$ cat src/uiec_pkg.sv
package uiec_pkg;
  localparam int ADDR_W = 8;
  localparam int LEN_W = 16;
  localparam int MULT_W = 6;
  localparam logic [ADDR_W-1:0] ADDR_EP_SELECT = 8'h00;
  localparam logic [ADDR_W-1:0] ADDR_EP0_COUNT = 8'h04;
  localparam logic [ADDR_W-1:0] ADDR_MAX_PAYLOAD = 8'h08;
  localparam logic [ADDR_W-1:0] ADDR_CTRL_STATUS = 8'h0c;
  localparam logic [1:0] RESP_OKAY = 2'h0;
  localparam logic [1:0] RESP_SLVERR = 2'h2;
  localparam int CB_PKT_READY = 0;
  localparam int CB_FLUSH = 3;
  localparam int CB_UNDERRUN = 2;
  localparam int CB_SEND_STALL = 4;
  localparam int CB_SENT_STALL = 5;
  localparam int CB_TOGGLE_CLR = 6;
  localparam int CB_INCOMPLETE = 7;
  localparam int CB_DMA_MODE = 10;
  localparam int CB_FRC_TOGGLE = 11;
  localparam int CB_DMA_EN = 12;
  localparam int CB_DIR_IN = 13;
  localparam int CB_ISO = 14;
  localparam int CB_AUTO_ARM = 15;
  localparam int MP_PAYLOAD_HI = 10;
  localparam int MP_MULT_LO = 11;
  localparam int MP_HB_HI = 12;
  localparam int MP_MULT_HI = 15;
  localparam logic [15:0] MASK_SPLIT5 = 16'hffff;
  localparam logic [15:0] MASK_SPLIT2 = 16'h1fff;
  localparam logic [15:0] MASK_NOSPLIT = 16'h07ff;
  localparam logic [MULT_W-1:0] MULT_ONE = 6'h01;
  localparam logic [MULT_W-1:0] MULT_TWO = 6'h02;
  localparam logic [MULT_W-1:0] MULT_THREE = 6'h03;

  typedef struct packed {
    logic aw_full;
    logic [ADDR_W-1:0] aw_addr;
    logic w_full;
    logic [31:0] w_data;
    logic [3:0] w_strb;
    logic bvalid;
    logic [1:0] bresp;
    logic rvalid;
    logic [31:0] rdata;
    logic [1:0] rresp;
    logic [3:0] ep_sel;
    logic [15:0] maxp;
    logic auto_arm;
    logic iso;
    logic dir_in;
    logic dma_en;
    logic frc_toggle;
    logic dma_mode;
    logic incomplete;
    logic sent_stall;
    logic send_stall;
    logic underrun;
    logic toggle;
    logic [1:0] npkts;
    logic head;
    logic [1:0][LEN_W-1:0] qlen;
    logic [LEN_W-1:0] load_cnt;
    logic [LEN_W-1:0] rem;
    logic [LEN_W-1:0] part_len;
    logic busy;
    logic resp_data;
    logic resp_zlp;
    logic resp_nak;
    logic resp_stall;
    logic [LEN_W-1:0] resp_len;
  } uiec_state_s;

  localparam uiec_state_s RESET_STATE = '0;
endpackage : uiec_pkg

$ cat src/uiec_mult.sv
`timescale 1ns/1ps
module uiec_mult #(
  parameter int SPLIT_BITS = 5,
  parameter bit HB_ISO = 1'b1
) (
  input wire logic [15:0] maxp,
  input wire logic iso,
  input wire logic hs_mode,
  output logic [uiec_pkg::MULT_W-1:0] mult,
  output logic hb_active,
  output logic [uiec_pkg::LEN_W-1:0] full_bytes
);
  import uiec_pkg::*;
  logic [16:0] product;

  always_comb begin
    hb_active = iso && HB_ISO && (SPLIT_BITS >= 2) && hs_mode
      && (maxp[MP_MULT_LO] || maxp[MP_HB_HI]);
    mult = MULT_ONE;
    if (hb_active) begin
      mult = maxp[MP_HB_HI] ? MULT_THREE : MULT_TWO;
    end else if (!iso && SPLIT_BITS == 5) begin
      mult = {1'b0, maxp[MP_MULT_HI:MP_MULT_LO]} + MULT_ONE;
    end
    product = maxp[MP_PAYLOAD_HI:0] * mult;
    full_bytes = product[LEN_W-1:0];
  end
endmodule : uiec_mult

$ cat src/uiec_in_endpoint.sv
`timescale 1ns/1ps
module uiec_in_endpoint #(
  parameter int SPLIT_BITS = 5,
  parameter bit HB_ISO = 1'b1,
  parameter bit SHARED_FIFO = 1'b0,
  parameter int NBUF = 2
) (
  input wire logic aclk,
  input wire logic aresetn,
  input wire logic [uiec_pkg::ADDR_W-1:0] s_axi_awaddr,
  input wire logic [2:0] s_axi_awprot,
  input wire logic s_axi_awvalid,
  output logic s_axi_awready,
  input wire logic [31:0] s_axi_wdata,
  input wire logic [3:0] s_axi_wstrb,
  input wire logic s_axi_wvalid,
  output logic s_axi_wready,
  output logic [1:0] s_axi_bresp,
  output logic s_axi_bvalid,
  input wire logic s_axi_bready,
  input wire logic [uiec_pkg::ADDR_W-1:0] s_axi_araddr,
  input wire logic [2:0] s_axi_arprot,
  input wire logic s_axi_arvalid,
  output logic s_axi_arready,
  output logic [31:0] s_axi_rdata,
  output logic [1:0] s_axi_rresp,
  output logic s_axi_rvalid,
  input wire logic s_axi_rready,
  input wire logic [6:0] ep0_rx_byte_count,
  input wire logic hs_mode,
  input wire logic load_byte,
  input wire logic in_token,
  input wire logic tx_done,
  input wire logic host_ack,
  input wire logic sof_tick,
  output logic resp_data,
  output logic [uiec_pkg::LEN_W-1:0] resp_len,
  output logic resp_zlp,
  output logic resp_nak,
  output logic resp_stall,
  output logic data_toggle,
  output logic dma_req
);
  import uiec_pkg::*;

  localparam logic [15:0] MAXP_MASK = (SPLIT_BITS == 5) ? MASK_SPLIT5 :
    (SPLIT_BITS == 2) ? MASK_SPLIT2 : MASK_NOSPLIT;
  localparam logic [1:0] NBUF_CNT = 2'(NBUF);

  uiec_state_s s;
  uiec_state_s next_s;
  logic [MULT_W-1:0] mult;
  logic hb_active;
  logic [LEN_W-1:0] full_bytes;
  logic [15:0] ctrl_word;
  logic occupied;
  logic pkt_ready;

  uiec_mult #(
    .SPLIT_BITS(SPLIT_BITS),
    .HB_ISO(HB_ISO)
  ) u_mult (
    .maxp(s.maxp),
    .iso(s.iso),
    .hs_mode(hs_mode),
    .mult(mult),
    .hb_active(hb_active),
    .full_bytes(full_bytes)
  );

  // With two buffers the ready flag drops as soon as room for a second packet exists.
  assign occupied = (s.npkts != 2'h0);
  assign pkt_ready = (s.npkts == NBUF_CNT);

  assign ctrl_word = {
    s.auto_arm,
    s.iso,
    s.dir_in,
    s.dma_en,
    s.frc_toggle,
    s.dma_mode,
    2'h0,
    s.incomplete,
    1'h0,
    s.sent_stall,
    s.send_stall,
    1'h0,
    s.underrun,
    occupied,
    pkt_ready
  };

  // Mode 0 asks for one packet at a time; mode 1 keeps asking while room remains.
  assign dma_req = s.dma_en && (s.npkts < NBUF_CNT)
    && (s.dma_mode || s.load_cnt == '0);

  assign s_axi_awready = !s.aw_full && !s.bvalid;
  assign s_axi_wready = !s.w_full && !s.bvalid;
  assign s_axi_bvalid = s.bvalid;
  assign s_axi_bresp = s.bresp;
  assign s_axi_arready = !s.rvalid;
  assign s_axi_rvalid = s.rvalid;
  assign s_axi_rdata = s.rdata;
  assign s_axi_rresp = s.rresp;
  assign resp_data = s.resp_data;
  assign resp_len = s.resp_len;
  assign resp_zlp = s.resp_zlp;
  assign resp_nak = s.resp_nak;
  assign resp_stall = s.resp_stall;
  assign data_toggle = s.toggle;

  always_comb begin
    logic do_wr;
    logic wr_ctrl;
    logic lo;
    logic hi;
    logic commit;
    logic flush;
    logic push;
    logic pop;
    logic flush_all;
    logic tail;
    logic [LEN_W-1:0] len;
    logic [LEN_W-1:0] payload;
    logic [LEN_W-1:0] left;
    // A write acts only once address and data are both held, in whichever order they came.
    do_wr = s.aw_full && s.w_full && !s.bvalid;
    wr_ctrl = do_wr && s.aw_addr == ADDR_CTRL_STATUS;
    lo = s.w_strb[0];
    hi = s.w_strb[1];
    commit = 1'b0;
    flush = 1'b0;
    push = 1'b0;
    pop = 1'b0;
    flush_all = 1'b0;
    tail = s.head ^ s.npkts[0];
    len = '0;
    payload = LEN_W'(s.maxp[MP_PAYLOAD_HI:0]);
    left = s.rem - s.part_len;
    next_s = s;
    next_s.resp_data = 1'b0;
    next_s.resp_zlp = 1'b0;
    next_s.resp_nak = 1'b0;
    next_s.resp_stall = 1'b0;

    if (s_axi_awvalid && s_axi_awready) begin
      next_s.aw_full = 1'b1;
      next_s.aw_addr = s_axi_awaddr;
    end
    if (s_axi_wvalid && s_axi_wready) begin
      next_s.w_full = 1'b1;
      next_s.w_data = s_axi_wdata;
      next_s.w_strb = s_axi_wstrb;
    end
    if (s.bvalid && s_axi_bready) begin
      next_s.bvalid = 1'b0;
    end
    if (do_wr) begin
      next_s.aw_full = 1'b0;
      next_s.w_full = 1'b0;
      next_s.bvalid = 1'b1;
      next_s.bresp = RESP_OKAY;
      unique case (s.aw_addr)
        ADDR_EP_SELECT: begin
          if (lo) begin
            next_s.ep_sel = s.w_data[3:0];
          end
        end
        ADDR_EP0_COUNT: begin
        end
        ADDR_MAX_PAYLOAD: begin
          // Multiplier bits that the configuration lacks are never stored.
          if (lo) begin
            next_s.maxp[7:0] = s.w_data[7:0] & MAXP_MASK[7:0];
          end
          if (hi) begin
            next_s.maxp[15:8] = s.w_data[15:8] & MAXP_MASK[15:8];
          end
        end
        ADDR_CTRL_STATUS: begin
          if (hi) begin
            next_s.auto_arm = s.w_data[CB_AUTO_ARM];
            next_s.iso = s.w_data[CB_ISO];
            next_s.dir_in = s.w_data[CB_DIR_IN];
            next_s.dma_en = s.w_data[CB_DMA_EN];
            next_s.frc_toggle = s.w_data[CB_FRC_TOGGLE];
            next_s.dma_mode = s.w_data[CB_DMA_MODE];
          end
          if (lo) begin
            next_s.send_stall = s.w_data[CB_SEND_STALL];
            // A written zero clears a flag; a hardware set later in this process wins.
            if (!s.w_data[CB_INCOMPLETE]) begin
              next_s.incomplete = 1'b0;
            end
            if (!s.w_data[CB_SENT_STALL]) begin
              next_s.sent_stall = 1'b0;
            end
            if (!s.w_data[CB_UNDERRUN]) begin
              next_s.underrun = 1'b0;
            end
          end
        end
        default: begin
          next_s.bresp = RESP_SLVERR;
        end
      endcase
    end

    if (s_axi_arvalid && s_axi_arready) begin
      next_s.rvalid = 1'b1;
      next_s.rresp = RESP_OKAY;
      unique case (s_axi_araddr)
        ADDR_EP_SELECT: next_s.rdata = {28'h0, s.ep_sel};
        ADDR_EP0_COUNT: next_s.rdata = {25'h0, ep0_rx_byte_count};
        ADDR_MAX_PAYLOAD: next_s.rdata = {16'h0, s.maxp};
        ADDR_CTRL_STATUS: next_s.rdata = {16'h0, ctrl_word};
        default: begin
          next_s.rdata = 32'h0;
          next_s.rresp = RESP_SLVERR;
        end
      endcase
    end else if (s.rvalid && s_axi_rready) begin
      next_s.rvalid = 1'b0;
    end

    if (load_byte) begin
      next_s.load_cnt = s.load_cnt + 1'b1;
    end
    // Setting ready and flush in one write aborts the packet still being loaded.
    commit = (wr_ctrl && lo && s.w_data[CB_PKT_READY])
      || (s.auto_arm && load_byte && (s.load_cnt + 1'b1) == full_bytes);
    flush = wr_ctrl && lo && s.w_data[CB_FLUSH];
    if (commit && flush) begin
      next_s.load_cnt = '0;
    end else if (commit) begin
      next_s.load_cnt = '0;
      push = (s.npkts < NBUF_CNT);
    end else if (flush) begin
      next_s.load_cnt = '0;
      pop = occupied;
    end

    // A token that arrives while a data reply awaits its end is dropped, not queued.
    if (in_token && !s.busy && (!SHARED_FIFO || s.dir_in)) begin
      if (s.send_stall && !s.iso) begin
        next_s.resp_stall = 1'b1;
        next_s.sent_stall = 1'b1;
        flush_all = 1'b1;
      end else if (!occupied) begin
        next_s.underrun = 1'b1;
        next_s.resp_zlp = s.iso;
        next_s.resp_nak = !s.iso;
      end else begin
        len = (s.rem != '0) ? s.rem : s.qlen[s.head];
        // Each token carries one slice of the buffered packet, at most one payload long.
        next_s.resp_len = (len > payload) ? payload : len;
        next_s.part_len = (len > payload) ? payload : len;
        next_s.rem = len;
        next_s.resp_data = 1'b1;
        next_s.busy = 1'b1;
      end
    end

    if (tx_done && s.busy) begin
      next_s.busy = 1'b0;
      if (host_ack || s.frc_toggle) begin
        next_s.toggle = !s.toggle;
      end
      // Bulk parts that the host did not acknowledge are resent unchanged.
      if (host_ack || s.iso) begin
        next_s.rem = left;
        if (left == '0) begin
          pop = 1'b1;
        end
      end
    end

    // A microframe boundary with slices still owed abandons that packet only.
    if (sof_tick && hb_active && s.rem != '0 && !s.busy) begin
      next_s.incomplete = 1'b1;
      next_s.rem = '0;
      pop = 1'b1;
    end

    // Popping hands the head to the other buffer and drops any slice bookkeeping.
    if (pop) begin
      next_s.head = !s.head;
      next_s.rem = '0;
    end
    if (push) begin
      next_s.qlen[tail] = s.load_cnt;
    end
    next_s.npkts = s.npkts + {1'b0, push} - {1'b0, pop};

    // A STALL empties both buffers; the loading count restarts as well.
    if (flush_all) begin
      next_s.npkts = 2'h0;
      next_s.rem = '0;
      next_s.load_cnt = '0;
    end

    // The clear comes last so that it beats a flip in the same cycle.
    if (wr_ctrl && lo && s.w_data[CB_TOGGLE_CLR]) begin
      next_s.toggle = 1'b0;
    end
  end

  always_ff @(posedge aclk) begin
    if (!aresetn) begin
      s <= RESET_STATE;
    end else begin
      s <= next_s;
    end
  end
endmodule : uiec_in_endpoint

$ cat config.mk
export PLATFORM = sky130hd
export DESIGN_NAME = uiec_in_endpoint
export DESIGN_NICKNAME = d
export VERILOG_FILES = /design/src/uiec_pkg.sv /design/src/uiec_mult.sv /design/src/uiec_in_endpoint.sv
export SDC_FILE = /design/constraint.sdc
export NUM_CORES = 1
export LEC_CHECK = 0
export BUFFER_PORTS_ARGS = -buffer_cell sky130_fd_sc_hd__buf_2
export CORE_ASPECT_RATIO = 0.7
export CORE_MARGIN = 3
export CORE_UTILIZATION = 50
export CTS_CLUSTER_DIAMETER = 200
export CTS_CLUSTER_SIZE = 12
export DETAILED_ROUTE_END_ITERATION = 10
export PLACE_DENSITY = 0.7
export SYNTH_ARGS = -nofsm -noshare
export SYNTH_HDL_FRONTEND = slang
export SYNTH_HIERARCHICAL = 1
export SYNTH_SLANG_ARGS = --single-unit
$ cat constraint.sdc
create_clock -name aclk -period 8.5 [get_ports aclk]
set_clock_uncertainty 0.15 [all_clocks]
set_input_delay 1.275 -clock aclk [delete_from_list [all_inputs] [get_ports aclk]]
set_output_delay 1.275 -clock aclk [all_outputs]
set_load 0.005 [all_outputs]
==> results of run 1 <==
-- layer usage --
metal	up-vias	track usage [%]	part of all wire, %
met2	313	31.9	40
met4	0	3.92	0.54
met3	14	6.67	8.5
met1	4329	38.5	51
li1	4566	-	-
met5	-	0	0
-- worst register-to-register path: cells and delay by family, from the launching register on --
family / cells / cell delay (ps)
AOI/OAI and AO/OA: 7 / 1990
buffers and inverters: 5 / 260
adders and majority gates: 7 / 2490
xor gates and xnor gates: 4 / 710
and+or+nand+nor: 6 / 1560
DFF: 1 / 430
-- final timing paths --
check              start     end
setup / recovery  s[126]  s[103]
hold / removal    s[214]  s[214]
setup reg to reg  s[126]  s[103]
hold reg to reg   s[214]  s[214]
-- cell families after synthesis --
| group | after synthesis | share of synthesized area [%] |
|---|---|---|
| AO/OA/AOI/OAI | 221 | 12.5 |
| XOR/XNOR | 64 | 5.05 |
| adder cells (fa/ha/maj) | 93 | 12.8 |
| buffers and inverters | 217 | 9.43 |
| flip-flops | 167 | 29.7 |
| multiplexers | 100 | 9.17 |
| other | 1 | 0.0334 |
| AND/OR/NAND/NOR | 487 | 21.3 |
-- state kept, by name, indices dropped and copies added, names as in the netlist, 10 cells and up --
signal	count
s	116
resp_len	16
s_axi_rdata	16
ctrl_word	10
-- stage by stage --
stage                     cells  area (sq um)  total power [uW]  util [%]  hold WS [ps]
after floorplan            1367         11300               878         -           281
after global placement     1639         11600               901      52.8           290
after detailed placement   1639         11600               902      52.8           294
after CTS                  1671         12200              1690      55.5           305
after global routing       1671         12200              1730      55.5           334
final                      1671         12200              1680      55.5           304
-- cell usage in the layout, fill, tap and decap left out, types with 10 or more instances in the layout --
master | netlist | final
sky130_fd_sc_hd__nor2_1 | 168 | 168
sky130_fd_sc_hd__dfxtp_1 | 167 | 167
sky130_fd_sc_hd__nand2_1 | 104 | 104
sky130_fd_sc_hd__buf_2 | 12 | 98
sky130_fd_sc_hd__inv_1 | 97 | 96
sky130_fd_sc_hd__mux2i_1 | 94 | 94
sky130_fd_sc_hd__a21oi_1 | 82 | 82
sky130_fd_sc_hd__and2_1 | 66 | 66
sky130_fd_sc_hd__ha_1 | 56 | 56
sky130_fd_sc_hd__o21ai_0 | 43 | 43
sky130_fd_sc_hd__fa_1 | 37 | 37
sky130_fd_sc_hd__xor2_1 | 32 | 32
sky130_fd_sc_hd__xnor2_1 | 31 | 31
sky130_fd_sc_hd__nand3_1 | 27 | 27
sky130_fd_sc_hd__nor3_1 | 26 | 26
sky130_fd_sc_hd__conb_1 | 1 | 18
sky130_fd_sc_hd__nand4_1 | 17 | 17
sky130_fd_sc_hd__clkbuf_16 | 0 | 17
sky130_fd_sc_hd__nor2b_1 | 14 | 14
sky130_fd_sc_hd__or3_1 | 12 | 12
sky130_fd_sc_hd__buf_4 | 55 | 12
sky130_fd_sc_hd__nor4_1 | 11 | 11
sky130_fd_sc_hd__o21bai_1 | 11 | 11
sky130_fd_sc_hd__o211ai_1 | 10 | 10
-- power by group --
part           leakage, uW  switching (uW)  internal [uW]
sequential         0.00135            12.9            794
combinational      0.00364            49.4           28.0
clock             0.000295             369            422
total              0.00528             431           1240
-- area by class of cell --
class,count,area (sq um)
inverter,97,365
timing repair buffer,110,581
tap,282,353
clock buffer,17,425
multi-input combinational,983,6910
clock inverter,15,180
sequential,167,3340
fill,2056,9740
==> flow_results.org, run 1 <==
** Synth
- Sequential cells were found to cover approximately 30% of the synthesized design area.
- Averaged over all synthesized cells, the footprint is 8.33 sq um.
- Counting flops with an async set or reset pin after synthesis yields a share of 0%.
- The commonest cells after synthesis are sky130_fd_sc_hd__nor2_1, sky130_fd_sc_hd__dfxtp_1, sky130_fd_sc_hd__nand2_1.
- Of the post-synthesis cell area, the dominant cell type holds between 20% and 30%.
- Dominant cells by area after synthesis :: sky130_fd_sc_hd__dfxtp_1, sky130_fd_sc_hd__mux2i_1, sky130_fd_sc_hd__fa_1, sky130_fd_sc_hd__ha_1, sky130_fd_sc_hd__nor2_1
- Count of flip-flops with a built-in enable after synthesis :: 0
- Top-count cell post-synth :: sky130_fd_sc_hd__nor2_1
- Syn. warnings :: 6
- The cell count after synthesis came out at approximately 1,400.
- In this run, distinct cell masters in the synthesized netlist total 76.
- Cell accounting for the most synthesized area :: sky130_fd_sc_hd__dfxtp_1
- Counting flops and latches in the post-synthesis netlist gives 167.
- Among all flip-flop cells after synthesis, the most frequent one is sky130_fd_sc_hd__dfxtp_1.
- Summing every instance area after synthesis gives between 10,000 and 15,000 sq um.

** Setup path
- Critical Path End Type :: flop
- For this design, the slowest cell found on the critical path is sky130_fd_sc_hd__o21ai_0.
- On the critical path the largest part of the delay comes from adder cells.
- Worst reg-to-reg path cell count :: 29
- In this design, the stage delay of the slowest critical-path cell is between 700 and 800 ps.
- At the worst endpoint, the arrival time is 7880 ps.
- Required @ worst endpoint :: slightly below 9000 ps
- The critical path is of the flop to flop type.
- Startpoint Class :: flop
- Critical path peak fanout :: 11
- Worst path most repeated cell :: sky130_fd_sc_hd__inv_1
- In this run the register-to-register setup slack is 810 ps.
- Counting both buffers and inverters, the worst setup path holds a total of 5.
- Number of stages on the worst setup path :: 29

** Placed design
- Before CTS, the worst setup slack after placement is about 370 ps.
- At the end of routability-driven placement, the weighted congestion stood at between 0.9 and 1.
- In this run the tool buffered the top-level ports with 98 buffer cells.
- Placed wire-length estimate after detailed placement :: 21,900 microns

** Drt
- The routed design has 28,900 microns of wire.
- The detailed router finished its first iteration with 814 violations.
- DRC violation count after routing :: 0
- The pre-antenna-repair detailed-routing pass consisted of 5 iterations.
- Wirelength per Cell :: around 17 microns
- Total number of vias :: around 9,200
- Once detail routing completed, the nets flagged for antenna violations numbered 0.
- Ratio of routed vias to standard cells :: 5.52

** CTS
- Bufs on Longest Clock Path :: 2
- Post-CTS timing repair inserted 0 buffers for setup.
- Clock network latency to the later pin of the worst-skew pair :: ~440 ps
- Clk Tree Root Cell :: sky130_fd_sc_hd__clkbuf_16
- After clock tree synthesis, the clock-pin slew on the worst setup and hold paths is ~70 ps.
- The clock tree synthesis step divided the H-tree into 4 levels.
- Number of hold buffers added after cts :: 0
- CTS Buf Count :: 17
- CTS tree :: yes
- Post-cts sizing count :: 0
- The clock drives roughly 170 sinks.

** Run
- The tool flagged a number of max-cap violations equal to 0.

** STA
- Setup repair after global routing left no endpoint under its margin.
- Adding up every negative setup slack in the final design gives 0 ps.
- Subtracting the final worst setup slack from the clock period gives 7690 ps.
- Hold violation count in the final report :: 0
- For this run, the top clock speed supported by timing is between 0.1 and 0.15 GHz.
- Final Max Tran Viols :: 0
- After layout, the worst setup slack is 809 ps.
- Setup violations remaining at the end of the flow were counted as 0.
- Measured against its own limit, the worst slew margin works out to between 20% and 30%.
- In the finished design, the share of the clock period the worst path needs comes to 90.5%.
- For the pin with the worst max-slew slack, the measured transition is between 1000 and 1500 ps.

** Die
- Once the floorplan was initialized, standard cells occupied between 50% and 60% of the core.
- Measured along the y axis, the die boundary spans around 130 microns.
- During I/O placement, the number of pins put on the boundary was between 100 and 150.
- Core outline area :: roughly 22,000 sq um
- The die covers 24,300 sq um.
- The floorplan has 45 rows.
- Die width :: 185 microns

** Global route
- Total congestion overflow after global routing :: 0
- The number of global-route vias before repair was around 8,600.
- The first global-routing pass estimated between 40,000 and 50,000 microns of wire.
- Global-route usage over all layers :: between 20% and 30%
- The initial antenna violation count is 0.
- Largest net degree at the start of global routing :: between 100 and 150

** Cells and area
- Count of antenna diodes in the layout :: 0
- The area growth from synthesis to layout is 8.18%.
- Fraction of layout instances using a drive strength above 1 :: between 10 and 15%
- At the end of the flow, the number of nets in the layout was between 1,500 and 2,000.

** Power and ir drop
- In this run the static leakage power is 0.00528 uW.
- Power density over the cells :: ~140 nW/um^2
- IR analysis of the VDD net gives a maximum drop of roughly 0.15 mV.

** Run status
- Outcome :: finished, final reports clean

** Hold path
- Worst hold path stage count :: 2
- Worst hold-check path type :: flop to flop
Note: power is estimated with default switching activity, not from simulation.
==> run 2, diff against run 1 <==
Clock period 8.5 ns to 7.8 ns, I/O delays scaled along.
==> flow_results.org, run 2 (same netlist as run 1, synthesis figures left out) <==
** Power and ir drop
- Standby leakage power :: 0.00537 uW (+1.6%)
- The highest ir drop seen on vdd is 0.166 mV (+8.5%).
- Power density over the cells :: 152 nW/um^2 (+11%)

** STA
- After layout, the worst path uses a little over nine tenths of the clock period.
- The worst path setup slack after routing is 431 ps (-378 ps).
- Final Max Tran Viols :: 0 (unchanged)
- Setup repair after global routing missed its margin :: false
- The number of failing hold endpoints at the final stage was 0 (unchanged).
- Fmax :: 0.136 GHz
- Slew HR :: 19.8% (-3.1 points)
- Count of endpoints failing setup in the final report :: 0 (unchanged)
- Tmin final :: ~7400 ps
- The actual slew at the worst max-slew pin is 1200 ps (+43.9 ps).

** Setup path
- Critical Path End Type :: flop
- The kind of cell with the highest combined delay along the critical path is adder cells.
- The critical path starts at hs_mode.
- Required @ worst endpoint :: 7990 ps (-700 ps)
- The cell count of the worst reg-to-reg path was 29 (unchanged).
- Critical path class :: input pin to flop
- The logic depth of the worst setup path including buffers is 28 (-3.4%).
- Highest-delay cell along the critical path :: sky130_fd_sc_hd__fa_1
- Delay of the slowest cell on the worst path :: 540 ps (-200 ps)
- Worst endpoint data arrival time :: 7550 ps (-330 ps)
- The worst register-to-register path begins at s[126].
- Startpoint Class :: input pin
- The count of buffering cells on the critical path with inverters included came to 5 (unchanged).
- Critical path peak fanout :: 7 (-4)

** Drt
- Total number of vias :: 9,319 (+1.1%)
- The routed wirelength normalized by instance count was 17.2 microns (-0.52%).
- Metal2 WL :: 11,900 microns (+2.5%)
- Post-detailed-route count of antenna-violating nets :: 0 (unchanged)
- Iteration count of the initial detailed-routing pass :: 5 (unchanged)
- The met1 routed wirelength after detailed routing is 14,400 microns (-1.7%).
- The detailed router used layers up to and including met4.
- The ratio of routed vias to standard cells was 5.54 (+0.33%).
- Number of design-rule violations left by the first detailed-router iteration :: 747 (-8.2%)
- The number of remaining DRC errors is 0 (unchanged).
- Overall routed net length :: 29,000 microns (+0.20%)
- Met3 Routed Length :: 2400 microns (-2.0%)

** Cells and area
- Commonest cells after routing, fill and taps aside :: sky130_fd_sc_hd__nor2_1, sky130_fd_sc_hd__dfxtp_1, sky130_fd_sc_hd__nand2_1
- The share of final-layout standard cells stronger than drive strength 1 was 12.8% (+0.68 points).
- The flip-flop count of the largest register, all copies and words added was 116 (unchanged).
- The final cell utilization of the core came to 56.2% (+0.65 points).
- Count of antenna diodes in the layout :: 0 (unchanged)
- The number of fillers in the final layout is 2,009 (-2.3%).
- The library cell used most frequently in the layout, excluding fill and tap cells, is sky130_fd_sc_hd__nor2_1.
- Area growth from synthesis to layout :: 9.45%
- The net count of the finished layout was 1,559 (+0.78%).
- Register ranked first by flip-flop count :: s

** Global route
- The initial antenna violation count is 0 (unchanged).
- The first-pass GRT wire length came to 46,500 microns (-0.78%).
- Global-route usage over all layers :: 23.7% (-0.31 points)
- The number of global-route vias before repair is 8,633 (+0.42%).
- Total congestion overflow after global routing :: 0 (unchanged)
- Largest net degree at the start of global routing :: 113 (-0.88%)

** CTS
- Clock tree synthesis selected as its root buffer the cell sky130_fd_sc_hd__clkbuf_16.
- Bufs on Longest Clock Path :: 2 (unchanged)
- Clock network latency to the later pin of the worst-skew pair :: 440 ps (about the same)
- The number of buffers created by CTS is 17 (unchanged).
- The post-CTS resize count is 0 (unchanged).
- TritonCTS built the clock tree.
- The number of clock sinks was 167 (unchanged).
- # Post-CTS Setup Buffers :: 0 (unchanged)
- Number of H-tree levels :: 4 (unchanged)
- The clock transition at the registers of the reported paths came to 70 ps (about the same).
- Number of hold buffers added after cts :: 0 (unchanged)

** Die
- I/O pins :: 141 (unchanged)
- Num rows :: 45 (unchanged)
- The die outline area is 24,300 sq um (unchanged).
- The effective utilization at floorplan is 51.3% (unchanged).
- The chip height came to 131 microns (unchanged).
- The width of the chip was 185 microns (unchanged).
- The core outline area is 21,900 sq um (unchanged).

** Hold path
- The number of instances on the worst hold path came to 2 (unchanged).
- The worst hold path begins at s[214].
- The worst hold path belongs to the class flop to flop.

** Placed design
- Post-Place Setup Slack :: -20.0 ps (-387 ps)
- The total half-perimeter wirelength after legalization and detailed placement came to 22,000 microns (+0.81%).
- The global placement routability congestion came to 0.944 (+2.2%).
- The number of port buffers was 98 (unchanged).

** Run status
- The run finished with clean final reports.

** Run
- The number of violations of the max-capacitance limit is 0 (unchanged).
==> run 2: cell types whose count changed in the layout (fill, tap and decap cells not counted), moves of 2 or more <==
| cell | previous run | this run |
|---|---|---|
| sky130_fd_sc_hd__clkinv_8 | 3 | 1 |
| sky130_fd_sc_hd__buf_12 | 0 | 2 |
| sky130_fd_sc_hd__bufinv_16 | 1 | 3 |
| sky130_fd_sc_hd__buf_4 | 12 | 22 |
==> run 2: power by group <==
| part | switching [uW] | internal, uW | leakage, uW |
|---|---|---|---|
| combinational | 53.9 | 30.5 | 0.00371 |
| clock | 389 | 521 | 0.000311 |
| sequential | 14.5 | 866 | 0.00135 |
| total | 458 | 1420 | 0.00537 |
==> run 2: path summary, 6_finish.rpt <==
path                 end  slack (ps)
setup / recovery  s[103]         430
hold / removal    s[214]         300
setup reg to reg  s[103]         460
hold reg to reg   s[214]         300
==> run 2: cell type report <==
class	count	area, sq um	area share [%]
Multi-Input combinational cell	983	6910	56.2
Sequential cell	167	3340	27.2
Timing Repair Buffer	122	696	5.65
Clock buffer	18	429	3.49
Inverter	97	365	2.97
Tap cell	282	353	2.87
Clock inverter	14	204	1.66
==> run 2: worst register-to-register path, delay by kind of cell (launching register included) <==
family                   cells  cell delay [ps]
flip-flops                   1              450
XOR/XNOR                     4              570
AO/OA/AOI/OAI                8             1840
buffers and inverters        5              410
adder cells (fa/ha/maj)      7             2450
AND/OR/NAND/NOR              5             1390
==> run 2: stage by stage <==
step                area [sq um]  setup TNS [ps]  total power [uW]  std cells  hold WS (ps)
floorplan                  11300               0               957       1367           281
global placement           11700               0               982       1651           289
detailed placement         11700           -20.0               983       1651           292
CTS                        12300               0              1890       1683           303
global route               12300               0              1930       1683           332
finish                     12300               0              1880       1683           303
==> run 2: routing by layer <==
metal	global-route usage [%]	vias to the layer above
li1	-	4579
met1	37.6	4418
met4	3.79	0
met3	5.12	21
met2	33.2	301
met5	0	-
==> run 3, diff against run 2 <==
Clock period 7.8 ns to 9.25 ns, I/O delays scaled along.
==> flow_results.org, run 3 (same netlist as run 1, synthesis figures left out) <==
** Run status
- Outcome :: finished, final reports clean

** Die
- The core outline area was 21,900 sq um (unchanged).
- The effective utilization at floorplan is 51.3% (unchanged).
- I/O pins :: 141 (unchanged)
- The chip height came to 131 microns (unchanged).
- Die width :: 185 microns (unchanged)
- The row count was 45 (unchanged).
- The die outline area came to 24,300 sq um (unchanged).

** STA
- Hold violation count in the final report :: 0 (unchanged)
- Based on the critical path, the design can be clocked at up to roughly 0.13 GHz.
- Final Cycle Share :: between 80% and 90%
- Setup repair after global routing missed its margin :: false
- The actual slew at the worst max-slew pin came to 1170 ps (-28.3 ps).
- Count of endpoints failing setup in the final report :: 0 (unchanged)
- The final-report max-slew violation count was 0 (unchanged).
- The headroom to the max-slew limit was 21.9% (+2.0 points).
- The total negative slack came to 0 ps (unchanged).
- After layout, the minimum clock period comes to a little under 8000 ps.

** Setup path
- Required @ worst endpoint :: 9440 ps (+1450 ps)
- Critical path class :: input pin to flop
- The worst setup path is launched from an input pin.
- Critical path peak fanout :: 11 (+4)
- Critical Path End Type :: flop
- Worst endpoint data arrival time :: 7980 ps (+430 ps)

** Power and ir drop
- Clk network pwr share :: 48.1% (-0.5 points)
- Peak supply drop :: 0.148 mV (-11%)
- The fraction of power consumed by sequential logic is 47.3% (+0.4 points).
- The power spent charging and discharging nets was 395 uW (-14%).
- Logic gate share of total power :: 4.6% (about the same)
- Standby leakage power :: 0.00527 uW (-1.8%)
- Power density over the cells :: 129 nW/um^2 (-15%)
- The internal power contribution came to 1170 uW (-17%).
- Net switching share of the total power :: 25.2% (+0.75 points)

** Global route
- The global routing met1 resource utilization was 38.3% (+0.77 points).
- Met2 demand-to-capacity share in global routing :: 32.2% (-1.0 points)
- Global-route usage over all layers :: 24.2% (+0.45 points)
- Wire length of the first global-routing pass :: 46,800 microns (+0.70%)
- Global-route track usage on met3 :: 6.31% (+1.2 points)
- In this run the most used layer during global routing was met1.
- Via count of the first global-routing pass :: 8,609 (-0.28%)
- The initial antenna violation count came to 0 (unchanged).
- The largest net degree at the start of global routing was 114 (+0.88%).
- Total congestion overflow after global routing :: 0 (unchanged)

** Cells and area
- Area growth from synthesis to layout :: 8.12%
- In the layout the commonest cells are sky130_fd_sc_hd__nor2_1, sky130_fd_sc_hd__dfxtp_1, sky130_fd_sc_hd__nand2_1.
- The number of fillers in the final layout is 2,024 (+0.75%).
- Final instance count without filler cells :: 1,668 (-0.89%)
- Finished Core Util :: 55.5% (-0.68 points)
- The area of the multi-input gates is 6910 sq um (unchanged).
- The share of final-layout standard cells stronger than drive strength 1 came to 11.9% (-0.87 points).
- The net count of the finished layout came to 1,544 (-0.96%).
- The storage element area was 3340 sq um (unchanged).
- The number of inserted diodes was 0 (unchanged).
- The flip-flop count of the largest register, all copies and words added came to 116 (unchanged).
- Most common cell after layout, fill and taps aside :: sky130_fd_sc_hd__nor2_1
- Register ranked first by flip-flop count :: s

** Drt
- The routed wirelength normalized by instance count came to 17.6 microns (+2.3%).
- Post-detailed-route count of antenna-violating nets :: 0 (unchanged)
- The number of vias in the routed layout came to 9,297 (-0.24%).
- The final wirelength came to 29,400 microns (+1.4%).
- Iteration count of the initial detailed-routing pass :: 6 (+1)
- Ratio of routed vias to standard cells :: 5.57 (+0.66%)
- Number of design-rule violations left by the first detailed-router iteration :: 773 (+3.5%)
- DRC violation count after routing :: 0 (unchanged)

** CTS
- The number of buffers on the longest clock path is 2 (unchanged).
- CTS tree :: yes
- The hold buffer count at CTS was 0 (unchanged).
- The number of clock sinks came to 167 (unchanged).
- The number of H-tree levels came to 4 (unchanged).
- Clock network latency to the later pin of the worst-skew pair :: 450 ps (about the same)
- The number of buffers created by CTS is 17 (unchanged).
- The cell sitting at the root of the clock tree is a sky130_fd_sc_hd__clkbuf_16.
- The clock transition at the registers of the reported paths is 70 ps (about the same).
- Post-cts sizing count :: 0 (unchanged)
- # Post-CTS Setup Buffers :: 0 (unchanged)

** Placed design
- Placed wire-length estimate after detailed placement :: 21,900 microns (-0.51%)
- Count of input and output buffers :: 98 (unchanged)
- The global placement routability congestion is 0.944 (unchanged).
- The instance count after placement with tap cells included was 1,636 (-0.91%).

** Run
- The number of violations of the max-capacitance limit was 0 (unchanged).

** Hold path
- The min-delay analysis places its worst path in the category flop to flop.
-- run 3: final cells by class --
cell class / instances / share of cell area [%]
Multi-Input combinational cell: 983 / 56.9
Sequential cell: 167 / 27.5
Timing Repair Buffer: 107 / 4.59
Clock buffer: 18 / 3.61
Inverter: 97 / 3.01
Tap cell: 282 / 2.90
Clock inverter: 14 / 1.50
-- run 3: path summary, 6_finish.rpt --
kind                start  cells after the start  slack [ps]      to
hold reg to reg    s[210]                      2         300  s[210]
setup reg to reg   s[127]                     29        1570  s[103]
hold / removal     s[210]                      2         300  s[210]
setup / recovery  hs_mode                     28        1470  s[103]
-- run 3: critical path: stages --
cell and delay [ps]:
sky130_fd_sc_hd__buf_2 120, sky130_fd_sc_hd__nand3b_1 110, sky130_fd_sc_hd__o21ai_0 350, sky130_fd_sc_hd__and2_1 330
sky130_fd_sc_hd__fa_1 500, sky130_fd_sc_hd__inv_1 50, sky130_fd_sc_hd__fa_1 490, sky130_fd_sc_hd__fa_1 490
sky130_fd_sc_hd__inv_1 40, sky130_fd_sc_hd__ha_1 350, sky130_fd_sc_hd__a211oi_2 270, sky130_fd_sc_hd__o21ai_1 150
sky130_fd_sc_hd__a31o_2 280, sky130_fd_sc_hd__a21oi_2 140, sky130_fd_sc_hd__xnor2_1 150, sky130_fd_sc_hd__xor2_1 310
sky130_fd_sc_hd__nor2_1 90, sky130_fd_sc_hd__a211oi_1 230, sky130_fd_sc_hd__o2111ai_1 220, sky130_fd_sc_hd__nor4_2 380
sky130_fd_sc_hd__a32oi_2 240, sky130_fd_sc_hd__or3_1 400, sky130_fd_sc_hd__ha_1 280, sky130_fd_sc_hd__inv_1 40
sky130_fd_sc_hd__ha_1 180, sky130_fd_sc_hd__xnor2_1 130, sky130_fd_sc_hd__xnor2_1 130, sky130_fd_sc_hd__and2_1 160
-- run 3: routing by layer --
layer / vias to the layer above / part of all wire (%)
met5: - / 0
li1: 4557 / -
met4: 0 / 1.3
met3: 32 / 8.2
met1: 4355 / 50
met2: 353 / 40
-- run 3: power groups by stage --
stage                     Sequential [uW]  Combinational, uW  Clock, uW
final                                 742               71.6        754
after global routing                  743               80.1        788
after CTS                             742               71.1        763
after detailed placement              758               70.8          0
after global placement                758               69.9          0
after floorplan                       753               53.7          0
-- run 3: metrics by stage --
stage                     setup slack [ps]  total power (uW)  hold slack, ps  cell area, sq um
final                                 1470              1570             304             12200
after global routing                   933              1610             328             12200
after CTS                             1440              1580             305             12200
after detailed placement               969               829             295             11500
after global placement                1080               828             290             11500
after floorplan                       1770               807             281             11300
